### config.mk
export PLATFORM = sky130hd
export DESIGN_NAME = wss_status
export DESIGN_NICKNAME = d
export VERILOG_FILES = /design/src/core/wss_pkg.sv /design/src/core/wss_fill_code.sv /design/src/core/wss_sec_tick.sv /design/src/core/wss_status.sv
export SDC_FILE = /design/constraint.sdc
export NUM_CORES = 1
export LEC_CHECK = 0
export BUFFER_PORTS_ARGS = -buffer_cell sky130_fd_sc_hd__buf_2
export CAP_MARGIN = 20
export CORE_AREA = 5 5 138 140
export DETAILED_ROUTE_END_ITERATION = 6
export DIE_AREA = 0 0 143 145
export GPL_TIMING_DRIVEN = 0
export HOLD_SLACK_MARGIN = 0.1
export PLACE_DENSITY = 0.81
export SYNTH_ARGS = -nofsm -noshare
export SYNTH_HDL_FRONTEND = slang
export SYNTH_SLANG_ARGS = --single-unit
### constraint.sdc
create_clock -name clk -period 5.45 [get_ports clk]
set_input_delay 0.545 -clock clk [delete_from_list [all_inputs] [get_ports clk]]
set_output_delay 0.545 -clock clk [all_outputs]
set_load 0.1 [all_outputs]
### src/core/wss_pkg.sv
package wss_pkg;
	// ------------------------------------------------------------
	// timing
	// ------------------------------------------------------------
	localparam int unsigned CLK_MHZ            = 200;
	localparam int unsigned STALE_TIME_S       = 10;
	localparam int unsigned STATIC_TIME_S      = 60;
	localparam int unsigned AVG_SPLIT_S        = 10;
	// one second in clock cycles, default of the tick parameter
	localparam int unsigned SEC_CYCLES         = CLK_MHZ * 1000000;
	localparam int unsigned CNT_W              = 8;

	// ------------------------------------------------------------
	// widths and field positions
	// ------------------------------------------------------------
	localparam int unsigned FILL_W             = 16;
	localparam int unsigned AVG_W              = 16;
	localparam int unsigned CODE_W             = 3;
	localparam int unsigned CMP_GEN_BIT        = 0;
	localparam int unsigned CMP_FILL_LSB       = 1;
	localparam int unsigned CMP_RSV_BIT        = 4;
	localparam int unsigned CMP_STATIC_BIT     = 5;
	localparam int unsigned CMP_HCRIT_BIT      = 6;
	localparam int unsigned CMP_HON_BIT        = 7;
	localparam int unsigned OP_FILL_LSB        = 1;
	localparam int unsigned OP_HCRIT_BIT       = 5;
	localparam int unsigned OP_HON_BIT         = 6;
	localparam int unsigned ERR_GEN_BIT        = 0;
	localparam int unsigned ERR_STATIC_BIT     = 1;

	// ------------------------------------------------------------
	// reset values
	// ------------------------------------------------------------
	localparam logic [7:0]  STATUS_RST         = 8'h00;
	localparam logic [CNT_W-1:0] CNT_RST       = 8'h00;

	// ------------------------------------------------------------
	// carriers
	// ------------------------------------------------------------
	typedef struct packed {
		logic [FILL_W-1:0] fill;     // values held in averaging buffer
		logic [FILL_W-1:0] depth;    // buffer capacity
		logic [AVG_W-1:0]  avg_s;    // averaging time in seconds
	} wss_buf_t;

	typedef struct packed {
		logic crit;                  // heater switch-on criterion
		logic on;                    // heater energised
	} wss_heat_t;

	typedef struct packed {
		logic [7:0] compact;
		logic [7:0] op;
		logic [7:0] err;
	} wss_bytes_t;
endpackage

### src/core/wss_fill_code.sv
`timescale 1ns/10ps
module wss_fill_code (
	input  wire logic [wss_pkg::FILL_W-1:0] fill,
	input  wire logic [wss_pkg::FILL_W-1:0] depth,
	output logic      [wss_pkg::CODE_W-1:0] code
);
	// ------------------------------------------------------------
	// eighth-step occupancy code: n/8 < fill/depth <= (n+1)/8
	// ------------------------------------------------------------
	logic [wss_pkg::FILL_W+2:0] f8;
	always_comb begin
		f8   = {fill, 3'h0};
		code = 3'h0;
		// largest n with 8*fill > n*depth
		for (int n = 1; n < 8; n++) begin
			if (f8 > (19'(depth) * 19'(n)))
				code = 3'(n);
		end
	end
endmodule

### src/core/wss_sec_tick.sv
`timescale 1ns/10ps
module wss_sec_tick #(
	parameter int unsigned PERIOD = wss_pkg::SEC_CYCLES
) (
	input  wire logic clk,
	input  wire logic rst,
	output logic      tick
);
	// ------------------------------------------------------------
	// one-second strobe
	// ------------------------------------------------------------
	logic [31:0] cnt_ff;
	always_ff @(posedge clk) begin
		if (rst || cnt_ff == PERIOD - 1)
			cnt_ff <= 32'h0;
		else
			cnt_ff <= cnt_ff + 32'h1;
	end
	assign tick = (cnt_ff == PERIOD - 1);
endmodule

### src/core/wss_status.sv
`timescale 1ns/10ps
// Operation
// - averaging under 10 s: general fault if no new value for 10 s
// - averaging 10 s or more: general fault if buffer under half of expected
// - compact bits 1..3 carry eighth-step buffer occupancy code
// - compact bit 5 set on static fault lasting over one minute
// - compact bit 6 follows heater switch-on criterion
// - compact bit 7 follows heater energised
// - separate regional operating and error status bytes are produced
// - regional operating bits 1..3 carry same occupancy code
// - regional operating bit 5 follows heater switch-on criterion
// - regional operating bit 6 follows heater energised
// - regional error bit 0 general fault, bit 1 static, rest zero
module wss_status #(
	parameter int unsigned SEC_PERIOD = wss_pkg::SEC_CYCLES
) (
	input  wire logic                clk,
	input  wire logic                rst,
	input  wire logic                new_value,
	input  wire logic                vt_limit_viol,
	input  wire wss_pkg::wss_buf_t   buf_info,
	input  wire wss_pkg::wss_heat_t  heat,
	output wss_pkg::wss_bytes_t      status,
	output logic                     general_fault,
	output logic                     static_fault
);
	// ------------------------------------------------------------
	// input capture (pins from the measurement side)
	// ------------------------------------------------------------
	logic                 nv_s1_ff, nv_s2_ff, nv_s3_ff;
	logic                 vt_s1_ff, vt_s2_ff;
	logic                 hc_s1_ff, hc_s2_ff, ho_s1_ff, ho_s2_ff;
	wss_pkg::wss_buf_t    buf_s1_ff, buf_s2_ff;

	// new-value level, third stage kept only for edge detection
	always_ff @(posedge clk) begin
		if (rst) begin
			nv_s1_ff <= 1'b0;
			nv_s2_ff <= 1'b0;
			nv_s3_ff <= 1'b0;
		end else begin
			nv_s1_ff <= new_value;
			nv_s2_ff <= nv_s1_ff;
			nv_s3_ff <= nv_s2_ff;
		end
	end

	// limit violation level, stage one read only by stage two
	always_ff @(posedge clk) begin
		if (rst) begin
			vt_s1_ff <= 1'b0;
			vt_s2_ff <= 1'b0;
		end else begin
			vt_s1_ff <= vt_limit_viol;
			vt_s2_ff <= vt_s1_ff;
		end
	end

	// heater criterion and energised levels
	always_ff @(posedge clk) begin
		if (rst) begin
			hc_s1_ff <= 1'b0;
			hc_s2_ff <= 1'b0;
			ho_s1_ff <= 1'b0;
			ho_s2_ff <= 1'b0;
		end else begin
			hc_s1_ff <= heat.crit;
			hc_s2_ff <= hc_s1_ff;
			ho_s1_ff <= heat.on;
			ho_s2_ff <= ho_s1_ff;
		end
	end

	// buffer description, quasi-static: held stable by the source
	always_ff @(posedge clk) begin
		if (rst) begin
			buf_s1_ff <= '0;
			buf_s2_ff <= '0;
		end else begin
			buf_s1_ff <= buf_info;
			buf_s2_ff <= buf_s1_ff;
		end
	end

	// rising edge of the new-value level marks a fresh measurement
	logic nv_pulse;
	assign nv_pulse = nv_s2_ff & ~nv_s3_ff;

	// ------------------------------------------------------------
	// second strobe
	// ------------------------------------------------------------
	logic sec_tick;
	wss_sec_tick #(
		.PERIOD (SEC_PERIOD)
	) u_tick (
		.clk  (clk),
		.rst  (rst),
		.tick (sec_tick)
	);

	// ------------------------------------------------------------
	// saturating seconds increment, shared by both timers
	// ------------------------------------------------------------
	function automatic logic [wss_pkg::CNT_W-1:0] sat_inc(
		input logic [wss_pkg::CNT_W-1:0] v,
		input logic                      step
	);
		if (step && v != {wss_pkg::CNT_W{1'b1}})
			return v + 8'h01;
		return v;
	endfunction

	// seconds since last new measured value
	logic [wss_pkg::CNT_W-1:0] stale_ff;
	always_ff @(posedge clk) begin
		if (rst)
			stale_ff <= wss_pkg::CNT_RST;
		else if (nv_pulse)
			stale_ff <= wss_pkg::CNT_RST;
		else
			stale_ff <= sat_inc(stale_ff, sec_tick);
	end

	// ------------------------------------------------------------
	// general malfunction
	// ------------------------------------------------------------
	logic under_half;
	logic short_avg;
	logic nxt_gen;
	logic gen_ff;
	// below half of avg_s once-per-second values: 2*fill < avg_s
	assign under_half = ({1'b0, buf_s2_ff.fill, 1'b0} < {2'b00, buf_s2_ff.avg_s});
	assign short_avg  = (buf_s2_ff.avg_s < 16'(wss_pkg::AVG_SPLIT_S));

	always_comb begin
		if (short_avg)
			nxt_gen = (stale_ff >= 8'(wss_pkg::STALE_TIME_S));
		else
			nxt_gen = under_half;
	end

	always_ff @(posedge clk) begin
		if (rst)
			gen_ff <= 1'b0;
		else
			gen_ff <= nxt_gen;
	end

	// ------------------------------------------------------------
	// static malfunction: cause held longer than one minute
	// ------------------------------------------------------------
	logic                      static_cause;
	logic [wss_pkg::CNT_W-1:0] stat_ff;
	logic                      static_ff;
	// persistent limit violation or no measured values
	assign static_cause = vt_s2_ff | (stale_ff != wss_pkg::CNT_RST);

	always_ff @(posedge clk) begin
		if (rst)
			stat_ff <= wss_pkg::CNT_RST;
		else if (!static_cause)
			stat_ff <= wss_pkg::CNT_RST;
		else
			stat_ff <= sat_inc(stat_ff, sec_tick);
	end

	always_ff @(posedge clk) begin
		if (rst)
			static_ff <= 1'b0;
		else
			static_ff <= (stat_ff > 8'(wss_pkg::STATIC_TIME_S));
	end

	// ------------------------------------------------------------
	// occupancy code
	// ------------------------------------------------------------
	logic [wss_pkg::CODE_W-1:0] fill_code;
	wss_fill_code u_code (
		.fill  (buf_s2_ff.fill),
		.depth (buf_s2_ff.depth),
		.code  (fill_code)
	);

	// ------------------------------------------------------------
	// byte assembly
	// ------------------------------------------------------------
	logic [7:0] nxt_compact, nxt_op, nxt_err;
	always_comb begin
		nxt_compact = 8'h00;
		nxt_compact[wss_pkg::CMP_GEN_BIT]  = nxt_gen;
		nxt_compact[wss_pkg::CMP_FILL_LSB +: wss_pkg::CODE_W] = fill_code;
		nxt_compact[wss_pkg::CMP_STATIC_BIT] = static_ff;
		nxt_compact[wss_pkg::CMP_HCRIT_BIT]  = hc_s2_ff;
		nxt_compact[wss_pkg::CMP_HON_BIT]    = ho_s2_ff;
		nxt_op = 8'h00;
		nxt_op[wss_pkg::OP_FILL_LSB +: wss_pkg::CODE_W] = fill_code;
		nxt_op[wss_pkg::OP_HCRIT_BIT] = hc_s2_ff;
		nxt_op[wss_pkg::OP_HON_BIT]   = ho_s2_ff;
		nxt_err = 8'h00;
		nxt_err[wss_pkg::ERR_GEN_BIT]    = nxt_gen;
		nxt_err[wss_pkg::ERR_STATIC_BIT] = static_ff;
	end

	// three independent registered bytes
	logic [7:0] compact_ff, op_ff, err_ff;

	// compact byte register
	always_ff @(posedge clk) begin
		if (rst)
			compact_ff <= wss_pkg::STATUS_RST;
		else
			compact_ff <= nxt_compact;
	end

	// regional operating byte register
	always_ff @(posedge clk) begin
		if (rst)
			op_ff <= wss_pkg::STATUS_RST;
		else
			op_ff <= nxt_op;
	end

	// regional error byte register
	always_ff @(posedge clk) begin
		if (rst)
			err_ff <= wss_pkg::STATUS_RST;
		else
			err_ff <= nxt_err;
	end

	// one driver for the whole status carrier
	assign status        = '{compact: compact_ff, op: op_ff, err: err_ff};
	assign general_fault = gen_ff;
	assign static_fault  = static_ff;

	// ------------------------------------------------------------
	// checks
	// ------------------------------------------------------------
	cmp_rsv_zero_a: assert property (@(posedge clk) disable iff (rst)
		!compact_ff[wss_pkg::CMP_RSV_BIT] && !op_ff[0] && !op_ff[4] && !op_ff[7])
		else $error("reserved status bit set");
	err_upper_zero_a: assert property (@(posedge clk) disable iff (rst)
		err_ff[7:2] == 6'h00 && err_ff[1:0] == {$past(static_ff), gen_ff})
		else $error("error byte mismatch");
	fill_same_a: assert property (@(posedge clk) disable iff (rst)
		op_ff[3:1] == compact_ff[3:1])
		else $error("fill codes differ");
	fill_code_a: assert property (@(posedge clk) disable iff (rst)
		compact_ff[3:1] == $past(fill_code))
		else $error("fill code not registered");
	hcrit_track_a: assert property (@(posedge clk) disable iff (rst)
		compact_ff[6] == $past(hc_s2_ff))
		else $error("criterion bit wrong");
	hon_track_a: assert property (@(posedge clk) disable iff (rst)
		compact_ff[7] == $past(ho_s2_ff))
		else $error("heater bit wrong");
	op_heat_a: assert property (@(posedge clk) disable iff (rst)
		op_ff[5] == compact_ff[6] && op_ff[6] == compact_ff[7])
		else $error("operating heater bits wrong");
	stale_gen_a: assert property (@(posedge clk) disable iff (rst)
		short_avg && $stable(short_avg) && stale_ff >= 8'(wss_pkg::STALE_TIME_S)
		|=> compact_ff[0])
		else $error("stale value not flagged");
	half_gen_a: assert property (@(posedge clk) disable iff (rst)
		!short_avg && under_half |=> compact_ff[0])
		else $error("low buffer not flagged");
	static_min_a: assert property (@(posedge clk) disable iff (rst)
		static_ff |-> $past(stat_ff) > 8'(wss_pkg::STATIC_TIME_S))
		else $error("static fault too early");
	op_sep_a: assert property (@(posedge clk) disable iff (rst)
		op_ff[6] == $past(ho_s2_ff))
		else $error("operating heater on wrong");
	op_err_sep_a: assert property (@(posedge clk) disable iff (rst)
		err_ff[0] == compact_ff[0] && err_ff[1] == compact_ff[5])
		else $error("error byte diverged");
	// stale timer and general flag
	stale_reset_a: assert property (@(posedge clk) disable iff (rst)
		nv_pulse |=> stale_ff == wss_pkg::CNT_RST)
		else $error("stale counter not cleared");
	stale_step_a: assert property (@(posedge clk) disable iff (rst)
		sec_tick && !nv_pulse && stale_ff != 8'hFF
		|=> stale_ff == $past(stale_ff) + 8'h01)
		else $error("stale counter missed a second");
	stale_clear_a: assert property (@(posedge clk) disable iff (rst)
		short_avg && stale_ff < 8'(wss_pkg::STALE_TIME_S) |=> !compact_ff[0])
		else $error("general fault without stale value");
	half_clear_a: assert property (@(posedge clk) disable iff (rst)
		!short_avg && !under_half |=> !compact_ff[0])
		else $error("general fault with buffer half full");
	// static malfunction
	static_bit_a: assert property (@(posedge clk) disable iff (rst)
		static_ff |=> compact_ff[wss_pkg::CMP_STATIC_BIT])
		else $error("static fault not in compact byte");
	static_drop_a: assert property (@(posedge clk) disable iff (rst)
		!static_cause |-> ##2 !static_ff)
		else $error("static fault outlived its cause");
	// operating byte heater criterion
	op_hcrit_a: assert property (@(posedge clk) disable iff (rst)
		op_ff[wss_pkg::OP_HCRIT_BIT] == $past(hc_s2_ff))
		else $error("operating criterion bit wrong");

	gen_seen_c: cover property (@(posedge clk) disable iff (rst) $rose(gen_ff));
	static_seen_c: cover property (@(posedge clk) disable iff (rst) $rose(static_ff));
	full_seen_c: cover property (@(posedge clk) disable iff (rst) compact_ff[3:1] == 3'h7);
	heat_seen_c: cover property (@(posedge clk) disable iff (rst) compact_ff[7:6] == 2'h3);
	stale_gen_c: cover property (@(posedge clk) disable iff (rst) short_avg && compact_ff[0]);
endmodule

==> results of run 1 <==
==> sequential cells by signal (all words and copies together), names as in the netlist <==
signal / cells
buf_s1_ff: 48
buf_s2_ff: 48
compact_ff: 7
hc_s1_ff: 1
hc_s2_ff: 1
ho_s1_ff: 1
ho_s2_ff: 1
nv_s1_ff: 1
nv_s2_ff: 1
nv_s3_ff: 1
stale_ff: 8
stat_ff: 8
static_fault: 1
u_tick.cnt_ff: 32
vt_s1_ff: 1
vt_s2_ff: 1
==> logic make-up after synthesis <==
group           count (synthesis)  share of synthesized area, %
flops                         161                          30.1
other cells                     1                        0.0350
buf+inv                       100                          4.22
compound gates                212                          13.7
xor+xnor                       77                          6.44
fa+ha+maj                     203                          25.0
mux                             3                         0.315
simple gates                  390                          20.2
==> layout make-up <==
cell class / count / area [um^2]
fill: 1383 / 5740
tap: 229 / 287
clock buffer: 20 / 467
inverter: 64 / 240
timing repair buffer: 69 / 345
sequential: 161 / 3230
clock inverter: 11 / 130
multi-input combinational: 895 / 7070
buffer: 36 / 211
==> metal layers <==
metal  vias to the layer above  track usage, %
met2                       200            40.5
met5                         -               0
met1                      3957            28.2
li1                       4229               -
met4                         0            8.08
met3                        52            3.92
==> power by group <==
group	switching (mW)	internal (mW)
registers	0.0488	1.22
clock network	0.470	0.711
logic	0.400	0.247
==> through the flow <==
step	power, mW	hold slack, ps
finish	3.10	324
global route	3.25	328
CTS	3.11	319
detailed placement	1.94	422
global placement	1.92	418
floorplan	1.79	414
==> cells in the final DEF (no fill, tap or decap), types with 3 or more instances in the layout <==
master	n
ha_1	185
dfxtp_1	158
nor2b_1	125
nor2_1	78
buf_2	69
inv_1	64
a21oi_1	60
xor2_1	43
a21o_1	40
nand2_1	38
o21ai_0	32
xnor2_1	32
nand3_1	30
nand4_1	28
fa_1	18
buf_4	18
nor4_1	17
clkbuf_16	17
o21a_1	16
clkbuf_1	14
nor3_1	12
and3_1	11
or3_1	10
conb_1	10
nand2b_1	8
a211oi_1	8
and2_1	7
a31oi_1	5
and4_1	5
o31ai_1	4
a2111oi_0	4
o211ai_1	4
clkinvlp_4	4
a21boi_0	3
a211o_1	3
dfxtp_2	3
clkbuf_8	3
==> final timing paths <==
check	to	slack [ps]	cells after the start
worst max-delay path	compact_ff[3]$_SDFF_PP0_	440	19
worst min-delay path	buf_s1_ff[18]$_SDFF_PP0_	320	2
worst max register to register	compact_ff[3]$_SDFF_PP0_	440	19
worst min register to register	hc_s2_ff$_SDFF_PP0_	430	1
==> worst register-to-register path, delay by kind of cell (launching register included) <==
kind	cells	cell delay, ps
AO/OA/AOI/OAI	10	1990
adder cells (fa/ha/maj)	3	1080
AND/OR/NAND/NOR	5	1110
XOR/XNOR	1	180
flip-flops	1	500
==> run metrics, run 1 <==
Sink Count=161; met1 wire length=10,200 um; layout cells sized above 1=11.8%; clock buffer count from CTS=17; most frequent cells after synthesis=185 x ha_1, 161 x dfxtp_1, 125 x nor2b_1, 78 x nor2_1, 64 x inv_1; top sig layer=met4; Req. time, crit path=5720 ps; CTS tree=built; Die Span Y=145 um; Worst Setup End Kind=flip-flop; largest net degree at the start of global routing=17; core area=0.0177 mm^2; post-synth top area cell=dfxtp_1; DP HPWL=18,200 um; CP bufs+invs=0; Static Leak=5.57 nW; Root Buffer=clkbuf_16; count of buffers from port buffering=69; Initial Util=60.4%; setup bufs post-CTS=0; Largest delay share family, worst path=compound AO/OA/AOI/OAI gates; fin util=between 60% and 70%; Slowest cell on crit path=dfxtp_2; synthesized instance count=1,147; Finished Layout Cells=about 1,500; Crit Path Class=reg2reg; crit share post-route=91.9%; WP data arrival=5280 ps; FF-to-FF Start=buf_s2_ff[18]$_SDFF_PP0_; Max Buffers Root-to-Sink=2; cts hold-fix bufs=0; Slew @ Worst Pin=approximately 920 ps; final setup vio count=0; fmax=200 MHz; cell with the most instances after synthesis=ha_1; Top FF cell, synth=dfxtp_1; vias in the first global route=8,622; clock slew at reported path FFs=70 ps; net count reported at finish=1,501; Max FO, Critical Path=9; GRT Total Usage=23.1%; fin crit period=~5000 ps; average cell area after synthesis=9.34 um^2; CP startpoint=buf_s2_ff[18]$_SDFF_PP0_; Pre-Repair DR Iteration Count=7; number of enable flip-flop cells after synthesis=0; Cell Count Post-Placement=1,454; setup TNS=0 ps; Vias/cell=5.68; hold wc startpoint=buf_info[18]; run status=finished clean; Post-Route WL=23,600 um; final instance area=0.0120 mm^2; critical path's most frequent cell=a21oi_1; final slew viol count=0; DR iter-0 viols=339; sequential share of the synthesized area=30.1%; CTS H-tree lvls=4; CP Launch Type=flip-flop; WL met3=approximately 1100 um; gpl congestion=0.906; pre-CTS WS=roughly 290 ps; top cells by area, synth=dfxtp_1 30%, ha_1 22%, nor2b_1 7.3%; Synth Cell Area=0.0107 mm^2; critical path cell sequence=fa_1, ha_1, a21o_1, a21oi_2, o21a_1, o21ai_2, a2111oi_2, nor3_1, or4_1, a21oi_1, xor2_1, ha_1, a21o_1, a21oi_1, nand2b_1, a21oi_1, nor2_1, nor3_1, a21oi_1; Hold WC Path Type=in2reg; Yosys warning total=0; drt wl/cell=around 16 um; global-route wire length before repair=39,500 um; pwr/cell area=259 mW/mm^2; final hold vios=0; die area=0.0207 mm^2; Congestion Overflow GR=0; Setup WS post-layout=441 ps; Clock Latency Late Sink=430 ps; post-CTS sizing=0; Max Clock Skew=roughly 10 ps; Rows=49; Synth Register Bits=161; area post-placement=0.0114 mm^2; routed wl met2=11,800 um; Max-slew headroom=38.3%; initial antenna violation count=0; DRC=0; peak supply drop=0.290 mV; Post-synth ARST share=0%; biggest cell delay along the critical path=500 ps; count of different cell masters after synthesis=82; Antenna Nets Post-Route=0; Synth top area share=between 30% and 40%; RSZ-0062 raised after global routing=false; total number of vias=8,438; maxcap violations=0; post-synthesis to final-layout area growth=11.8%; DIE WIDTH=143 um; diode count=0; Ports=80
(Power assumes the default switching activity.)
==> run 2, diff against run 1 <==
Settings changed: SETUP_SLACK_MARGIN set to 0.5.
==> run 2 against run 1 <==
Utilization up 0.45 points. Setup slack better by 240 ps. Count of clock-buffer cells in the layout unchanged. Critical path type unchanged.
==> run metrics, run 2 (same netlist as run 1, synthesis figures left out) <==
layout cells sized above 1=12.7%; fmax=210 MHz; top flop regs=buf_s1_ff x48, buf_s2_ff x48, u_tick.cnt_ff x32; R2R cell count=18; M2 GR Usage=40.6%; net count reported at finish=1,503; pre-CTS WS=294 ps; count of buffers from port buffering=69; Finished Layout Cells=about 1,500; RSZ-0062 raised after global routing=false; initial antenna violation count=0; vias in the first global route=8,626; Setup WS post-layout=679 ps; R2R Setup Slk=680 ps; drt wl/cell=15.9 um; peak supply drop=0.291 mV; die area=0.0207 mm^2; core area=approximately 0.018 mm^2; Congestion Overflow GR=0; Clock Latency Late Sink=430 ps; Sink Count=161; DR iter-0 viols=approximately 390; M3 GR Usage=under 10%; clock slew at reported path FFs=60 ps; met1 GRT Util=28.2%; final instance area=~0.012 mm^2; FF-to-FF Start=buf_s2_ff[24]$_SDFF_PP0_; hold wc startpoint=buf_info[18]; global-route wire length before repair=between 30,000 and 40,000 um; gr busiest metal=met2; Max-slew headroom=around 37%; CTS H-tree lvls=4; Root Buffer=clkbuf_16; largest net degree at the start of global routing=17; gpl congestion=0.906; commonest non-fill, non-tap cell in the layout=ha_1; maxcap violations=0; hold slack=324 ps; GRT Total Usage=23.1%; Post-Route WL=23,700 um; Max Buffers Root-to-Sink=2; total number of vias=approximately 8,500; CP Launch Type=flip-flop; Hold Path Cell Cnt=2; Worst Setup End Kind=flip-flop; pwr/cell area=~260 mW/mm^2; Pre-Repair DR Iteration Count=5; DRC=0; leading cell types in the layout, fill and taps excluded=185 x ha_1, 155 x dfxtp_1, 125 x nor2b_1; Initial Util=just over 60%; Die Span Y=145 um; diode count=0; final setup vio count=0; CTS tree=built; CP startpoint=buf_s2_ff[24]$_SDFF_PP0_; setup TNS=0 ps; final slew viol count=0; DIE WIDTH=143 um; worst hold path endpoint=buf_s1_ff[18]$_SDFF_PP0_; Max FO, Critical Path=8; Ports=80; Rows=49; run status=finished clean; final hold vios=0; Slew @ Worst Pin=931 ps; crit share post-route=87.5%; area post-placement=0.0114 mm^2; Req. time, crit path=approximately 5800 ps; fin crit period=4770 ps; Antenna Nets Post-Route=0; Static Leak=5.60 nW; Crit Path Class=reg2reg; Vias/cell=5.70; clock buffer count from CTS=17; Max Clock Skew=9.05 ps; DP HPWL=18,200 um; WP data arrival=5080 ps; post-synthesis to final-layout area growth=12.6%; reg2reg end=compact_ff[1]$_SDFF_PP0_; Hold WC Path Type=in2reg; Cell Count Post-Placement=1,454
## run 2: where the power goes
group          switching (mW)  total [mW]  internal (mW)
logic                   0.405       0.655          0.250
clock network           0.471        1.18          0.711
registers              0.0487        1.27           1.22
## run 2: metrics by stage
step           power [mW]  utilization [%]
2_1_floorplan        1.79                -
3_3_place_gp         1.92             64.2
3_5_place_dp         1.94             64.2
4_1_cts              3.11             67.6
5_1_grt              3.25             68.0
6_report             3.11             68.0
## run 2: critical path, stage by stage (launching register included)
cell      delay [ps]
dfxtp_1          660
ha_1             400
a21o_1           180
a21o_1           160
a21oi_1          250
o31ai_4          160
a21o_1           210
a21o_1           210
a21oi_1          180
o21bai_1         100
xnor2_1          170
ha_1             340
nand4b_1         210
nor4_4           310
or4b_1           460
o211ai_1         160
a211oi_1         140
a211oi_2         250
o41ai_2           90
## run 2: metal layers
| layer | wire length (um) | part of all wire [%] |
|---|---|---|
| met5 | 0 | 0 |
| met1 | 10200 | 43 |
| met2 | 11900 | 50 |
| met4 | 566 | 2.4 |
| met3 | 1020 | 4.3 |
## run 2: timing repair
item                       in CTS  in global routing
setup endpoints to repair       3                  3
buffers inserted                0                  2
gates resized for setup         6                 14
hold endpoints to repair        0                  0
hold buffers                    0                  0
## run 2: layout make-up
type                       instances  area [um^2]
buffer                            36          211
tap                              229          287
clock buffer                      20          467
sequential                       161         3240
multi-input combinational        895         7120
inverter                          64          240
clock inverter                    11          130
timing repair buffer              71          360
fill                            1377         5660
## run 2: worst max path at each step
stage	to	slack, ps	cells after the start
floorplan	compact_ff[2]$_SDFF_PP0_	1070	19
global placement	compact_ff[2]$_SDFF_PP0_	400	19
finish	compact_ff[1]$_SDFF_PP0_	680	18
CTS	compact_ff[3]$_SDFF_PP0_	510	19
detailed placement	compact_ff[3]$_SDFF_PP0_	290	19
global route	compact_ff[2]$_SDFF_PP0_	500	20
